--- src/rcr_pkg.sv ---
// Purpose: Shared constants and types for the regulator configuration register pair
// Assumes: 8-bit register port driven by a target-side serial protocol engine
// Notes: Register images travel as packed structs laid out MSB first

package rcr_pkg;

    // Register offsets on the byte register port
    localparam logic [7:0] CFG_A_OFFSET = 8'h02;
    localparam logic [7:0] CFG_B_OFFSET = 8'h03;

    // Reset images of both registers
    localparam logic [7:0] CFG_A_RESET = 8'hce;
    localparam logic [7:0] CFG_B_RESET = 8'h71;

    // Writable bits of the second register; bits 7 and 3 are reserved
    localparam logic [7:0] CFG_B_WRITE_MASK = 8'h77;

    // Value returned for any offset this bank does not own
    localparam logic [7:0] UNMAPPED_READ = 8'h00;

    // Field positions, first register
    localparam int ILIM_MSB = 7;
    localparam int ILIM_LSB = 6;
    localparam int RISE_SLEW_BIT = 5;
    localparam int FALL_SLEW_BIT = 4;
    localparam int OVP_TH_MSB = 3;
    localparam int OVP_TH_LSB = 2;
    localparam int DISCHARGE_BIT = 1;
    localparam int FPWM_BIT = 0;

    // Field positions, second register
    localparam int OUT_EN_BIT = 6;
    localparam int EN_PULLDOWN_BIT = 5;
    localparam int PGOOD_POL_BIT = 4;
    localparam int PIN_FUNC_MSB = 2;
    localparam int PIN_FUNC_LSB = 0;

    // Overvoltage threshold code that turns protection off
    localparam logic [1:0] OVP_TH_OFF = 2'h0;

    // Multifunction pin roles; other codes are storable but select no role
    typedef enum logic [2:0] {
        RCR_PIN_FPWM  = 3'b001,
        RCR_PIN_ILIM  = 3'b010,
        RCR_PIN_VSEL  = 3'b011,
        RCR_PIN_PGOOD = 3'b100,
        RCR_PIN_IRQ   = 3'b101
    } rcr_pin_func_e;

    // First configuration register image
    typedef struct packed {
        logic [1:0] peak_current_limit_sel;
        logic       rise_slew_sel;
        logic       fall_slew_sel;
        logic [1:0] overvoltage_threshold_sel;
        logic       output_discharge_enable;
        logic       forced_pwm_select;
    } rcr_cfg_a_s;

    // Second configuration register image
    typedef struct packed {
        logic       rsvd_7;
        logic       output_enable;
        logic       enable_pin_pulldown;
        logic       power_good_polarity;
        logic       rsvd_3;
        logic [2:0] pin_func;
    } rcr_cfg_b_s;

    // Settings actually applied to the power stage after pin overrides
    typedef struct packed {
        logic [1:0] peak_current_limit_sel;
        logic       rise_slew_sel;
        logic       fall_slew_sel;
        logic [1:0] overvoltage_threshold_sel;
        logic       ovp_enable;
        logic       output_discharge_enable;
        logic       forced_pwm_select;
        logic       output_enable;
        logic       enable_pin_pulldown;
        logic       power_good_polarity;
        logic [2:0] pin_func;
        logic       pin_drives_out;
        logic       pin_vout_high;
    } rcr_eff_s;

    // True when the pin role field holds the given role
    function automatic logic pin_is(input logic [2:0] func, input rcr_pin_func_e role);
        pin_is = (func == 3'(role));
    endfunction

endpackage

--- src/rcr_pin_override.sv ---
// Purpose: Merge register settings with the multifunction pin to form applied settings
// Assumes: Pin level already synchronous to the core clock
// Notes: Purely combinational; the caller registers the result

`timescale 1ns/1ps

module rcr_pin_override #(
    parameter logic [1:0] ILIM_PIN_LOW = 2'h0,   // Limit code applied while the pin is low
    parameter logic [1:0] ILIM_PIN_HIGH = 2'h3   // Limit code applied while the pin is high
) (
    input wire rcr_pkg::rcr_cfg_a_s i_cfg_a,
    input wire rcr_pkg::rcr_cfg_b_s i_cfg_b,
    input wire logic i_pin_level,
    output rcr_pkg::rcr_eff_s o_eff
);

    // Decode the pin role once and steer each overridable field
    always_comb begin
        o_eff = '0;
        o_eff.rise_slew_sel = i_cfg_a.rise_slew_sel;
        o_eff.fall_slew_sel = i_cfg_a.fall_slew_sel;
        o_eff.overvoltage_threshold_sel = i_cfg_a.overvoltage_threshold_sel;
        // Code 00 switches overvoltage protection off
        o_eff.ovp_enable = (i_cfg_a.overvoltage_threshold_sel != rcr_pkg::OVP_TH_OFF);
        o_eff.output_discharge_enable = i_cfg_a.output_discharge_enable;
        o_eff.output_enable = i_cfg_b.output_enable;
        o_eff.enable_pin_pulldown = i_cfg_b.enable_pin_pulldown;
        o_eff.power_good_polarity = i_cfg_b.power_good_polarity;
        o_eff.pin_func = i_cfg_b.pin_func;
        // Peak current limit: pin wins in current-limit role
        if (rcr_pkg::pin_is(i_cfg_b.pin_func, rcr_pkg::RCR_PIN_ILIM)) begin
            o_eff.peak_current_limit_sel = i_pin_level ? ILIM_PIN_HIGH : ILIM_PIN_LOW;
        end else begin
            o_eff.peak_current_limit_sel = i_cfg_a.peak_current_limit_sel;
        end
        // Skip or forced PWM: pin wins in forced-PWM role
        if (rcr_pkg::pin_is(i_cfg_b.pin_func, rcr_pkg::RCR_PIN_FPWM)) begin
            o_eff.forced_pwm_select = i_pin_level;
        end else begin
            o_eff.forced_pwm_select = i_cfg_a.forced_pwm_select;
        end
        // Status roles turn the pin into an output
        o_eff.pin_drives_out = rcr_pkg::pin_is(i_cfg_b.pin_func, rcr_pkg::RCR_PIN_PGOOD)
                             | rcr_pkg::pin_is(i_cfg_b.pin_func, rcr_pkg::RCR_PIN_IRQ);
        // Voltage select role picks the high voltage register while the pin is high
        o_eff.pin_vout_high = rcr_pkg::pin_is(i_cfg_b.pin_func, rcr_pkg::RCR_PIN_VSEL) & i_pin_level;
    end

endmodule

--- src/rcr_regulator_config_registers.sv ---
// Purpose: Two configuration registers of a buck-boost regulator and their applied settings
// Assumes: A protocol engine presents byte reads and writes on a simple strobe port
// Notes: Read data and pin-driven applied settings lag the cause by one clock edge; register writes reach applied settings two edges later
//
// What this block does
// - Bits 7:6 pick peak current limit, reset 11
// - Pin current-limit role overrides the limit field
// - Bits 5 and 4 pick rise/fall slew, reset 0
// - Bits 3:2 set overvoltage threshold, 00 off
// - Bit 1 enables output discharge, reset 1
// - Bit 0 forced PWM; pin overrides in role 001
// - Second register bit 6 enables output, reset 1
// - Second register bit 5 enables pin pulldown, reset 1
// - Bits 2:0 choose the multifunction pin role
// - Undervoltage or enable low restores both defaults

`timescale 1ns/1ps

module rcr_regulator_config_registers #(
    parameter logic [2:0] PIN_FUNC_DEFAULT = 3'h1,   // Variant-dependent reset pin role
    parameter logic [1:0] ILIM_PIN_LOW = 2'h0,       // Limit code for pin low in current-limit role
    parameter logic [1:0] ILIM_PIN_HIGH = 2'h3       // Limit code for pin high in current-limit role
) (
    input wire logic i_core_clk,
    input wire logic i_srst,
    input wire logic i_supply_uvlo,
    input wire logic i_enable_pin,
    input wire logic i_mfp_level,
    input wire logic i_reg_wr,
    input wire logic i_reg_rd,
    input wire logic [7:0] i_reg_addr,
    input wire logic [7:0] i_reg_wdata,
    output logic [7:0] o_reg_rdata,
    output logic o_reg_rvalid,
    output logic [1:0] o_peak_current_limit_sel,
    output logic o_rise_slew_sel,
    output logic o_fall_slew_sel,
    output logic [1:0] o_overvoltage_threshold_sel,
    output logic o_ovp_enable,
    output logic o_output_discharge_enable,
    output logic o_forced_pwm_select,
    output logic o_output_enable,
    output logic o_enable_pin_pulldown,
    output logic o_power_good_polarity,
    output logic [2:0] o_pin_func,
    output logic o_pin_drives_out,
    output logic o_pin_vout_high
);

    // Reset image of the second register with the variant's pin role spliced in
    localparam logic [7:0] CFG_B_RESET_V = {rcr_pkg::CFG_B_RESET[7:3], PIN_FUNC_DEFAULT};

    // Applied-setting image right after any reset, matching the override logic
    localparam logic PIN_ILIM_AT_RESET = (PIN_FUNC_DEFAULT == 3'(rcr_pkg::RCR_PIN_ILIM));
    localparam logic PIN_FPWM_AT_RESET = (PIN_FUNC_DEFAULT == 3'(rcr_pkg::RCR_PIN_FPWM));
    localparam logic PIN_OUT_AT_RESET = (PIN_FUNC_DEFAULT == 3'(rcr_pkg::RCR_PIN_PGOOD))
                                      | (PIN_FUNC_DEFAULT == 3'(rcr_pkg::RCR_PIN_IRQ));

    // Register state
    rcr_pkg::rcr_cfg_a_s cfg_a_reg;   // First configuration register
    rcr_pkg::rcr_cfg_b_s cfg_b_reg;   // Second configuration register
    rcr_pkg::rcr_eff_s eff_reg;       // Applied settings, one flop per output
    logic [7:0] rdata_reg;            // Read data holding flop
    logic rvalid_reg;                 // Read answer strobe

    // Combinational intermediates
    rcr_pkg::rcr_eff_s eff_next;      // Applied settings from the override stage
    logic [7:0] rdata_next;           // Read mux result
    logic defaults_hold;              // Any condition that forces default values
    logic hit_a;                      // Access targets the first register
    logic hit_b;                      // Access targets the second register

    // Default-forcing condition; kept as a level so defaults persist while it stands
    assign defaults_hold = i_srst | i_supply_uvlo | ~i_enable_pin;

    // Address decode shared by the write and read paths
    assign hit_a = (i_reg_addr == rcr_pkg::CFG_A_OFFSET);
    assign hit_b = (i_reg_addr == rcr_pkg::CFG_B_OFFSET);

    // First register: load on write, defaults while held
    // Writes during a hold are dropped, since the part is not powered up for them
    always_ff @(posedge i_core_clk) begin
        if (defaults_hold) begin
            cfg_a_reg <= rcr_pkg::rcr_cfg_a_s'(rcr_pkg::CFG_A_RESET);
        end else if (i_reg_wr && hit_a) begin
            // Every bit of this register is writable
            cfg_a_reg <= rcr_pkg::rcr_cfg_a_s'(i_reg_wdata);
        end
    end

    // Second register: load on write with reserved bits forced to zero
    always_ff @(posedge i_core_clk) begin
        if (defaults_hold) begin
            cfg_b_reg <= rcr_pkg::rcr_cfg_b_s'(CFG_B_RESET_V);
        end else if (i_reg_wr && hit_b) begin
            // Masking keeps reserved storage at zero so reads see zero too
            cfg_b_reg <= rcr_pkg::rcr_cfg_b_s'(i_reg_wdata & rcr_pkg::CFG_B_WRITE_MASK);
        end
    end

    // Override stage: the pin takes over fields in some roles
    rcr_pin_override #(
        .ILIM_PIN_LOW(ILIM_PIN_LOW),
        .ILIM_PIN_HIGH(ILIM_PIN_HIGH)
    ) u_pin_override (
        .i_cfg_a(cfg_a_reg),
        .i_cfg_b(cfg_b_reg),
        .i_pin_level(i_mfp_level),
        .o_eff(eff_next)
    );

    // Applied settings flop; outputs come straight from it
    // Costs one cycle of latency but keeps glitches off the power stage controls
    always_ff @(posedge i_core_clk) begin
        if (defaults_hold) begin
            eff_reg.peak_current_limit_sel <= PIN_ILIM_AT_RESET ? ILIM_PIN_LOW :
                                              rcr_pkg::CFG_A_RESET[rcr_pkg::ILIM_MSB:rcr_pkg::ILIM_LSB];
            eff_reg.rise_slew_sel <= rcr_pkg::CFG_A_RESET[rcr_pkg::RISE_SLEW_BIT];
            eff_reg.fall_slew_sel <= rcr_pkg::CFG_A_RESET[rcr_pkg::FALL_SLEW_BIT];
            eff_reg.overvoltage_threshold_sel <= rcr_pkg::CFG_A_RESET[rcr_pkg::OVP_TH_MSB:rcr_pkg::OVP_TH_LSB];
            eff_reg.ovp_enable <= (rcr_pkg::CFG_A_RESET[rcr_pkg::OVP_TH_MSB:rcr_pkg::OVP_TH_LSB]
                                   != rcr_pkg::OVP_TH_OFF);
            eff_reg.output_discharge_enable <= rcr_pkg::CFG_A_RESET[rcr_pkg::DISCHARGE_BIT];
            // Pin level is not a constant, so the pin-driven mode starts in skip
            eff_reg.forced_pwm_select <= PIN_FPWM_AT_RESET ? 1'b0 : rcr_pkg::CFG_A_RESET[rcr_pkg::FPWM_BIT];
            eff_reg.output_enable <= CFG_B_RESET_V[rcr_pkg::OUT_EN_BIT];
            eff_reg.enable_pin_pulldown <= CFG_B_RESET_V[rcr_pkg::EN_PULLDOWN_BIT];
            eff_reg.power_good_polarity <= CFG_B_RESET_V[rcr_pkg::PGOOD_POL_BIT];
            eff_reg.pin_func <= CFG_B_RESET_V[rcr_pkg::PIN_FUNC_MSB:rcr_pkg::PIN_FUNC_LSB];
            eff_reg.pin_drives_out <= PIN_OUT_AT_RESET;
            eff_reg.pin_vout_high <= 1'b0;
        end else begin
            // Live path through the override stage
            eff_reg <= eff_next;
        end
    end

    // Read mux; unowned offsets answer a fixed value
    always_comb begin
        if (hit_a) begin
            rdata_next = 8'(cfg_a_reg);
        end else if (hit_b) begin
            // Stored reserved bits are zero; mask again so reads stay zero regardless
            rdata_next = 8'(cfg_b_reg) & rcr_pkg::CFG_B_WRITE_MASK;
        end else begin
            rdata_next = rcr_pkg::UNMAPPED_READ;
        end
    end

    // Read answer: data captured on the request edge, strobe for one cycle
    // Data holds until the next read so a slow engine may sample it late
    always_ff @(posedge i_core_clk) begin
        if (i_srst) begin
            rdata_reg <= 8'h00;
            rvalid_reg <= 1'b0;
        end else begin
            rvalid_reg <= i_reg_rd;
            if (i_reg_rd) begin
                rdata_reg <= rdata_next;
            end
        end
    end

    // Output assignments from flops
    assign o_reg_rdata = rdata_reg;
    assign o_reg_rvalid = rvalid_reg;
    assign o_peak_current_limit_sel = eff_reg.peak_current_limit_sel;
    assign o_rise_slew_sel = eff_reg.rise_slew_sel;
    assign o_fall_slew_sel = eff_reg.fall_slew_sel;
    assign o_overvoltage_threshold_sel = eff_reg.overvoltage_threshold_sel;
    assign o_ovp_enable = eff_reg.ovp_enable;
    assign o_output_discharge_enable = eff_reg.output_discharge_enable;
    assign o_forced_pwm_select = eff_reg.forced_pwm_select;
    assign o_output_enable = eff_reg.output_enable;
    assign o_enable_pin_pulldown = eff_reg.enable_pin_pulldown;
    assign o_power_good_polarity = eff_reg.power_good_polarity;
    assign o_pin_func = eff_reg.pin_func;
    assign o_pin_drives_out = eff_reg.pin_drives_out;
    assign o_pin_vout_high = eff_reg.pin_vout_high;

endmodule

--- config.mk ---
export PLATFORM = sky130hd
export DESIGN_NAME = rcr_regulator_config_registers
export DESIGN_NICKNAME = d
export VERILOG_FILES = /design/src/rcr_pkg.sv /design/src/rcr_pin_override.sv /design/src/rcr_regulator_config_registers.sv
export SDC_FILE = /design/constraint.sdc
export NUM_CORES = 1
export LEC_CHECK = 0
export BUFFER_PORTS_ARGS = -buffer_cell sky130_fd_sc_hd__buf_2
export CORE_AREA = 4 4 64 66
export DETAILED_ROUTE_END_ITERATION = 10
export DIE_AREA = 0 0 68 70
export PLACE_DENSITY = 0.73
export SYNTH_ARGS = -nofsm -noshare
export SYNTH_HDL_FRONTEND = slang
export SYNTH_SLANG_ARGS = --single-unit
--- constraint.sdc ---
create_clock -name i_core_clk -period 1.5 [get_ports i_core_clk]
set_clock_uncertainty 0.2 [all_clocks]
set_input_delay 0.15 -clock i_core_clk [delete_from_list [all_inputs] [get_ports i_core_clk]]
set_output_delay 0.15 -clock i_core_clk [all_outputs]
set_load 0.02 [all_outputs]
* Word-level counts from Yosys, hierarchy flattened
Index checks and enable logic that the tools add are counted.
** Storage, ports and cells
- Memories :: 0
- Bits in latches :: 0
- Bits in writable memories :: 0
- Memory bits (read-only) :: 0
- Output and inout bits :: 26
- Register bits after elaboration :: 40
** Cells by class
- Bitwise logic cells :: 5
- Divide/modulo/power cells :: 0
- Multiplexer cells :: 5
- Multipliers :: 0
- Shift-type cells :: 0
- Order comparisons :: 0
- Eq/ne operators :: 7
- Add/sub/neg operators :: 0
- Reductions and logical operators :: 3
** Operator list (number)
- == test 8 x 2 -> 1 bit, second input constant :: 2
- two-way mux 8 bit :: 1
- two-way mux 7 bit :: 1
- == test 3 x 2 -> 1 bit, second input constant :: 2
- == test 3 bit, second input constant :: 2
- two-way mux 2 bit :: 2
- == test 3 x 1 -> 1 bit, second input constant :: 1
- bitwise OR 1 bit :: 3
- logical AND 1 bit :: 2
- nonzero test 2 bit :: 1
- bitwise AND 1 bit :: 1
- two-way mux 1 bit :: 1
- NOT 1 bit :: 1

* Longest topological paths before layout
- Depth after elaboration :: 3
- Mapped depth :: 5

* Hierarchy
Synthesis repeated with hierarchy kept, for this count alone.
** Second synthesis, totals
- Cells, all modules :: 165
- Area, all modules :: 1676.6 sq um
** Modules (own cells, without submodules)
- rcr_regulator_config_registers :: sequential area each 800.8 sq um, area an instance 1505.2 sq um, times used 1, cells an instance 146
- rcr_pin_override :: sequential area each 0.0 sq um, area an instance 171.4 sq um, times used 1, cells an instance 19

* Worst setup path after synthesis
Ideal clock, no wire load.
- Path kind :: input to register
- From :: input port i_reg_addr[6]
- To :: register cfg_a_reg[0] in the netlist's numbering
- Library setup time :: 0.072 ns
- Stages on the path :: 4
- Path buffers :: 1
- Data arrival time :: 1.168 ns
- Slack :: 0.061 ns
- Path through :: nor4b_4 and4b_1 buf_6 mux2i_1
** Between the ends
- Cells in the longest elaborated chain, start to end :: 2
** Ends and longest elaborated chain
- from (decl) :: RTL line rcr_regulator_config_registers.sv:31 : input wire logic [7:0] i_reg_addr,
- == test 8 x 2 -> 1 bit :: RTL line rcr_regulator_config_registers.sv:77 : assign hit_a = (i_reg_addr == rcr_pkg::CFG_A_OFFSET);
- logical AND 1 bit :: RTL line rcr_regulator_config_registers.sv:85 : end else if (i_reg_wr && hit_a) begin
- to (signal assigned) :: RTL line rcr_regulator_config_registers.sv:84 : cfg_a_reg <= rcr_pkg::rcr_cfg_a_s'(rcr_pkg::CFG_A_RESET);
- to (signal assigned) :: RTL line rcr_regulator_config_registers.sv:87 : cfg_a_reg <= rcr_pkg::rcr_cfg_a_s'(i_reg_wdata);
- to (decl) :: RTL line rcr_regulator_config_registers.sv:60 : rcr_pkg::rcr_cfg_a_s cfg_a_reg;
Every way passes these cells.
A chain may end at the register's enable or synchronous reset.

* Worst setup path after layout
- From :: input port i_supply_uvlo
- To :: register eff_reg (netlist bit o_pin_func[0])
** Between the ends
- Cells in the longest elaborated chain, start to end :: 2
** Ends and longest elaborated chain
- from (decl) :: RTL line rcr_regulator_config_registers.sv:26 : input wire logic i_supply_uvlo,
- bitwise OR 1 bit (2 in a row) :: RTL line rcr_regulator_config_registers.sv:74 : assign defaults_hold = i_srst | i_supply_uvlo | ~i_enable_pin;
- to (signal assigned) :: RTL line rcr_regulator_config_registers.sv:134 : eff_reg <= eff_next;
- to (decl) :: RTL line rcr_regulator_config_registers.sv:62 : rcr_pkg::rcr_eff_s eff_reg;
Every way passes these cells.

==> summary.txt <==
CP max stage cell -> dlygate4sd3_1
status -> finished, violations left
RSZ-0062 raised after global routing -> no
Worst Setup SP -> i_supply_uvlo
die width -> 68 µm
DRT Wirelength -> 3346 µm
Avg Cell Area, Syn -> 9.902 µm²
Final setup viols -> 0
Unique masters post-synth -> 23
P_leak -> 0.9145 nW
largest net degree at the start of global routing -> 18
worst stage delay on the critical path -> 0.58 ns
Final Hold Fails -> 4
critical path's top delay family -> buffers and inverters
Final Total Pwr -> 1.759 mW
WP data required -> 1.56 ns
Worst-Skew Late Latency -> 0.35 ns
Inserted Clock Buffers -> 5
DRC violations left -> 0
RePlAce Congestion -> 0.8167
HP Class -> primary input to register
drt pass-1 iters -> 6
cell area after layout -> 0.002012 mm²
Max VDD drop -> 562.6 µV
Worst-Margin Slew -> 0.2995 ns
Synth Warn # -> 0
Std-Cell Rows -> 22
Area contributors post-synth -> dfxtp_1 54%, mux2i_1 10%, nor2_1 4.8%, mux2_2 4.5%, nand2_1 3.5%
number of port buffers -> 48
share of cells above drive strength 1 -> 32.73%
vias in the first global route -> 1237
failing checks -> hold timing
clk sinks -> 40
# resized after CTS -> 0
Core Region -> 0.003578 mm²
Vias/cell -> 4.653
Post-synth top cells -> 40 x dfxtp_1, 19 x nor2_1, 15 x mux2i_1, 14 x nand2_1, 12 x inv_1
Final #Nets -> 242
Post-DP HPWL -> 2483 µm
most common cell in the netlist -> dfxtp_1
dpl cell area -> 0.001823 mm²
Worst R2R Setup Slack -> 0.10 ns
clk buf depth -> 2
H-tree Lvls -> 2
Initial DRC Count -> 47
DIE HEIGHT -> 70 µm
setup tns final -> 0 ns
reg2reg path depth -> 3
CP Class -> primary input to register
Worst EP arrival -> 1.54 ns
WHS -> -0.05863 ns
critical path depth in cells -> 5
DIE AREA -> 0.004760 mm²
Worst Setup Start Kind -> primary input
synthesis-stage register bit count -> 40
period utilization -> 98.50%
final core utilization -> 56.22%
max-cap violations -> 0
total track usage -> 15.67%
Cells after DPL -> 247
Slew HR -> 79.97%
CP Max Fanout -> 5
critical path endpoint -> o_pin_func[0]
Min Clock Period, post-route -> 1.477 ns
Area Growth Syn to Fin -> 34.56%
FMAX -> 676.8 MHz
hold_buf cts -> 13
remaining global-route overflow -> 0
syn nets -> 174
initial core utilization -> 41.78%
critical path endpoint category -> register
Routed Antenna Nets -> 0
Reg clk slew, reported paths -> 0.11 ns
number of flops mapped to enable cells by yosys -> 0
Clock Tree Root -> clkbuf_4
Non-Filler Instances -> 268
Post-Syn Instances -> 151
# IOs -> 49
WL per Instance -> 12.49 µm
post-synth top area share -> 53.56%
Yosys top cell by area -> dfxtp_1
mapped cell area -> 0.001495 mm²
CP cell instances -> buf_2 > or3b_2 > nor2_1 > dlygate4sd3_1 > inv_1
r2r startpoint -> cfg_b_reg[1]
Worst R2R End -> o_peak_current_limit_sel[0]
initial antenna violation count -> 0
n_diodes -> 0
via count -> 1247
CTS tree -> done
predominant post-synthesis flop cell -> dfxtp_1
ys async rst share -> 0%
CP Buf/Inv Count -> 3
Power Dens Cells -> 874.3 mW/mm²
fillers -> 335
post-synthesis sequential area ratio -> 53.56%
first-pass GRT wire length -> 5540 µm
post-CTS setup buffer count -> 0
Final Slew Violations -> 0
==> worst min path at each step <==
stage | start | end | slack (ns) | depth (start not counted)
2_1_floorplan | i_reg_wdata[1] | cfg_b_reg[1] | 0.09 | 2
3_3_place_gp | i_reg_wdata[7] | cfg_a_reg[7] | 0.21 | 3
3_5_place_dp | i_mfp_level | o_forced_pwm_select | 0.21 | 3
4_1_cts | i_srst | o_forced_pwm_select | -0.07 | 3
5_1_grt | i_srst | o_forced_pwm_select | -0.07 | 3
6_report | i_srst | o_forced_pwm_select | -0.06 | 3
==> worst min-delay path, cell delays in order <==
cell,delay [ns]
buf_2,0.09
or3b_2,0.16
nor2_1,0.05
==> where the power goes <==
part / switching, mW / internal [mW] / total, mW
Clock: 0.332 / 0.231 / 0.564
Combinational: 0.0600 / 0.0706 / 0.131
Sequential: 0.000666 / 1.06 / 1.06
==> layout by cell type, fill, tap and decap left out, drive strengths merged <==
| cell type | instances |
|---|---|
| and4b | 1 |
| nor3 | 1 |
| nor3b | 2 |
| o21a | 1 |
| inv | 12 |
| nand4 | 9 |
| a21oi | 8 |
| dlygate4sd3 | 13 |
| nor2b | 3 |
| clkbuf | 8 |
| nand2 | 14 |
| dfxtp | 40 |
| nand2b | 8 |
| or3b | 2 |
| nor2 | 19 |
| nor4b | 2 |
| or3 | 1 |
| buf | 55 |
| mux2 | 6 |
| mux2i | 15 |
==> kinds of logic after synthesis <==
family | synth area share [%]
buffers and inverters | 5.522
AND/OR/NAND/NOR | 23.18
AO/OA/AOI/OAI | 3.180
multiplexers | 14.56
flip-flops | 53.56
==> metrics by stage <==
step                      setup WS [ns]  hold slack, ns
after detailed placement       -0.06358          0.2145
after CTS                       0.04138        -0.07203
after floorplan                 0.06090         0.08881
after global placement         -0.01786          0.2110
after global routing            0.01708        -0.07304
final                           0.02251        -0.05863
==> layout make-up <==
class,count,area (µm²),area share [%]
Inverter,12,45.04,2.239
Multi-Input combinational cell,92,611.8,30.41
Clock buffer,8,58.81,2.923
Timing Repair Buffer,68,435.4,21.64
Sequential cell,40,800.8,39.80
Tap cell,48,60.06,2.985
==> layer usage <==
metal / global-route usage, % / vias to the layer above / share of wire [%]
li1: - / 637 / -
met1: 18.69 / 563 / 44
met2: 24.41 / 39 / 47
met3: 4.823 / 8 / 6.8
met4: 8.609 / 0 / 2.5
met5: 0 / - / 0
Note: power is estimated with default switching activity, not from simulation.
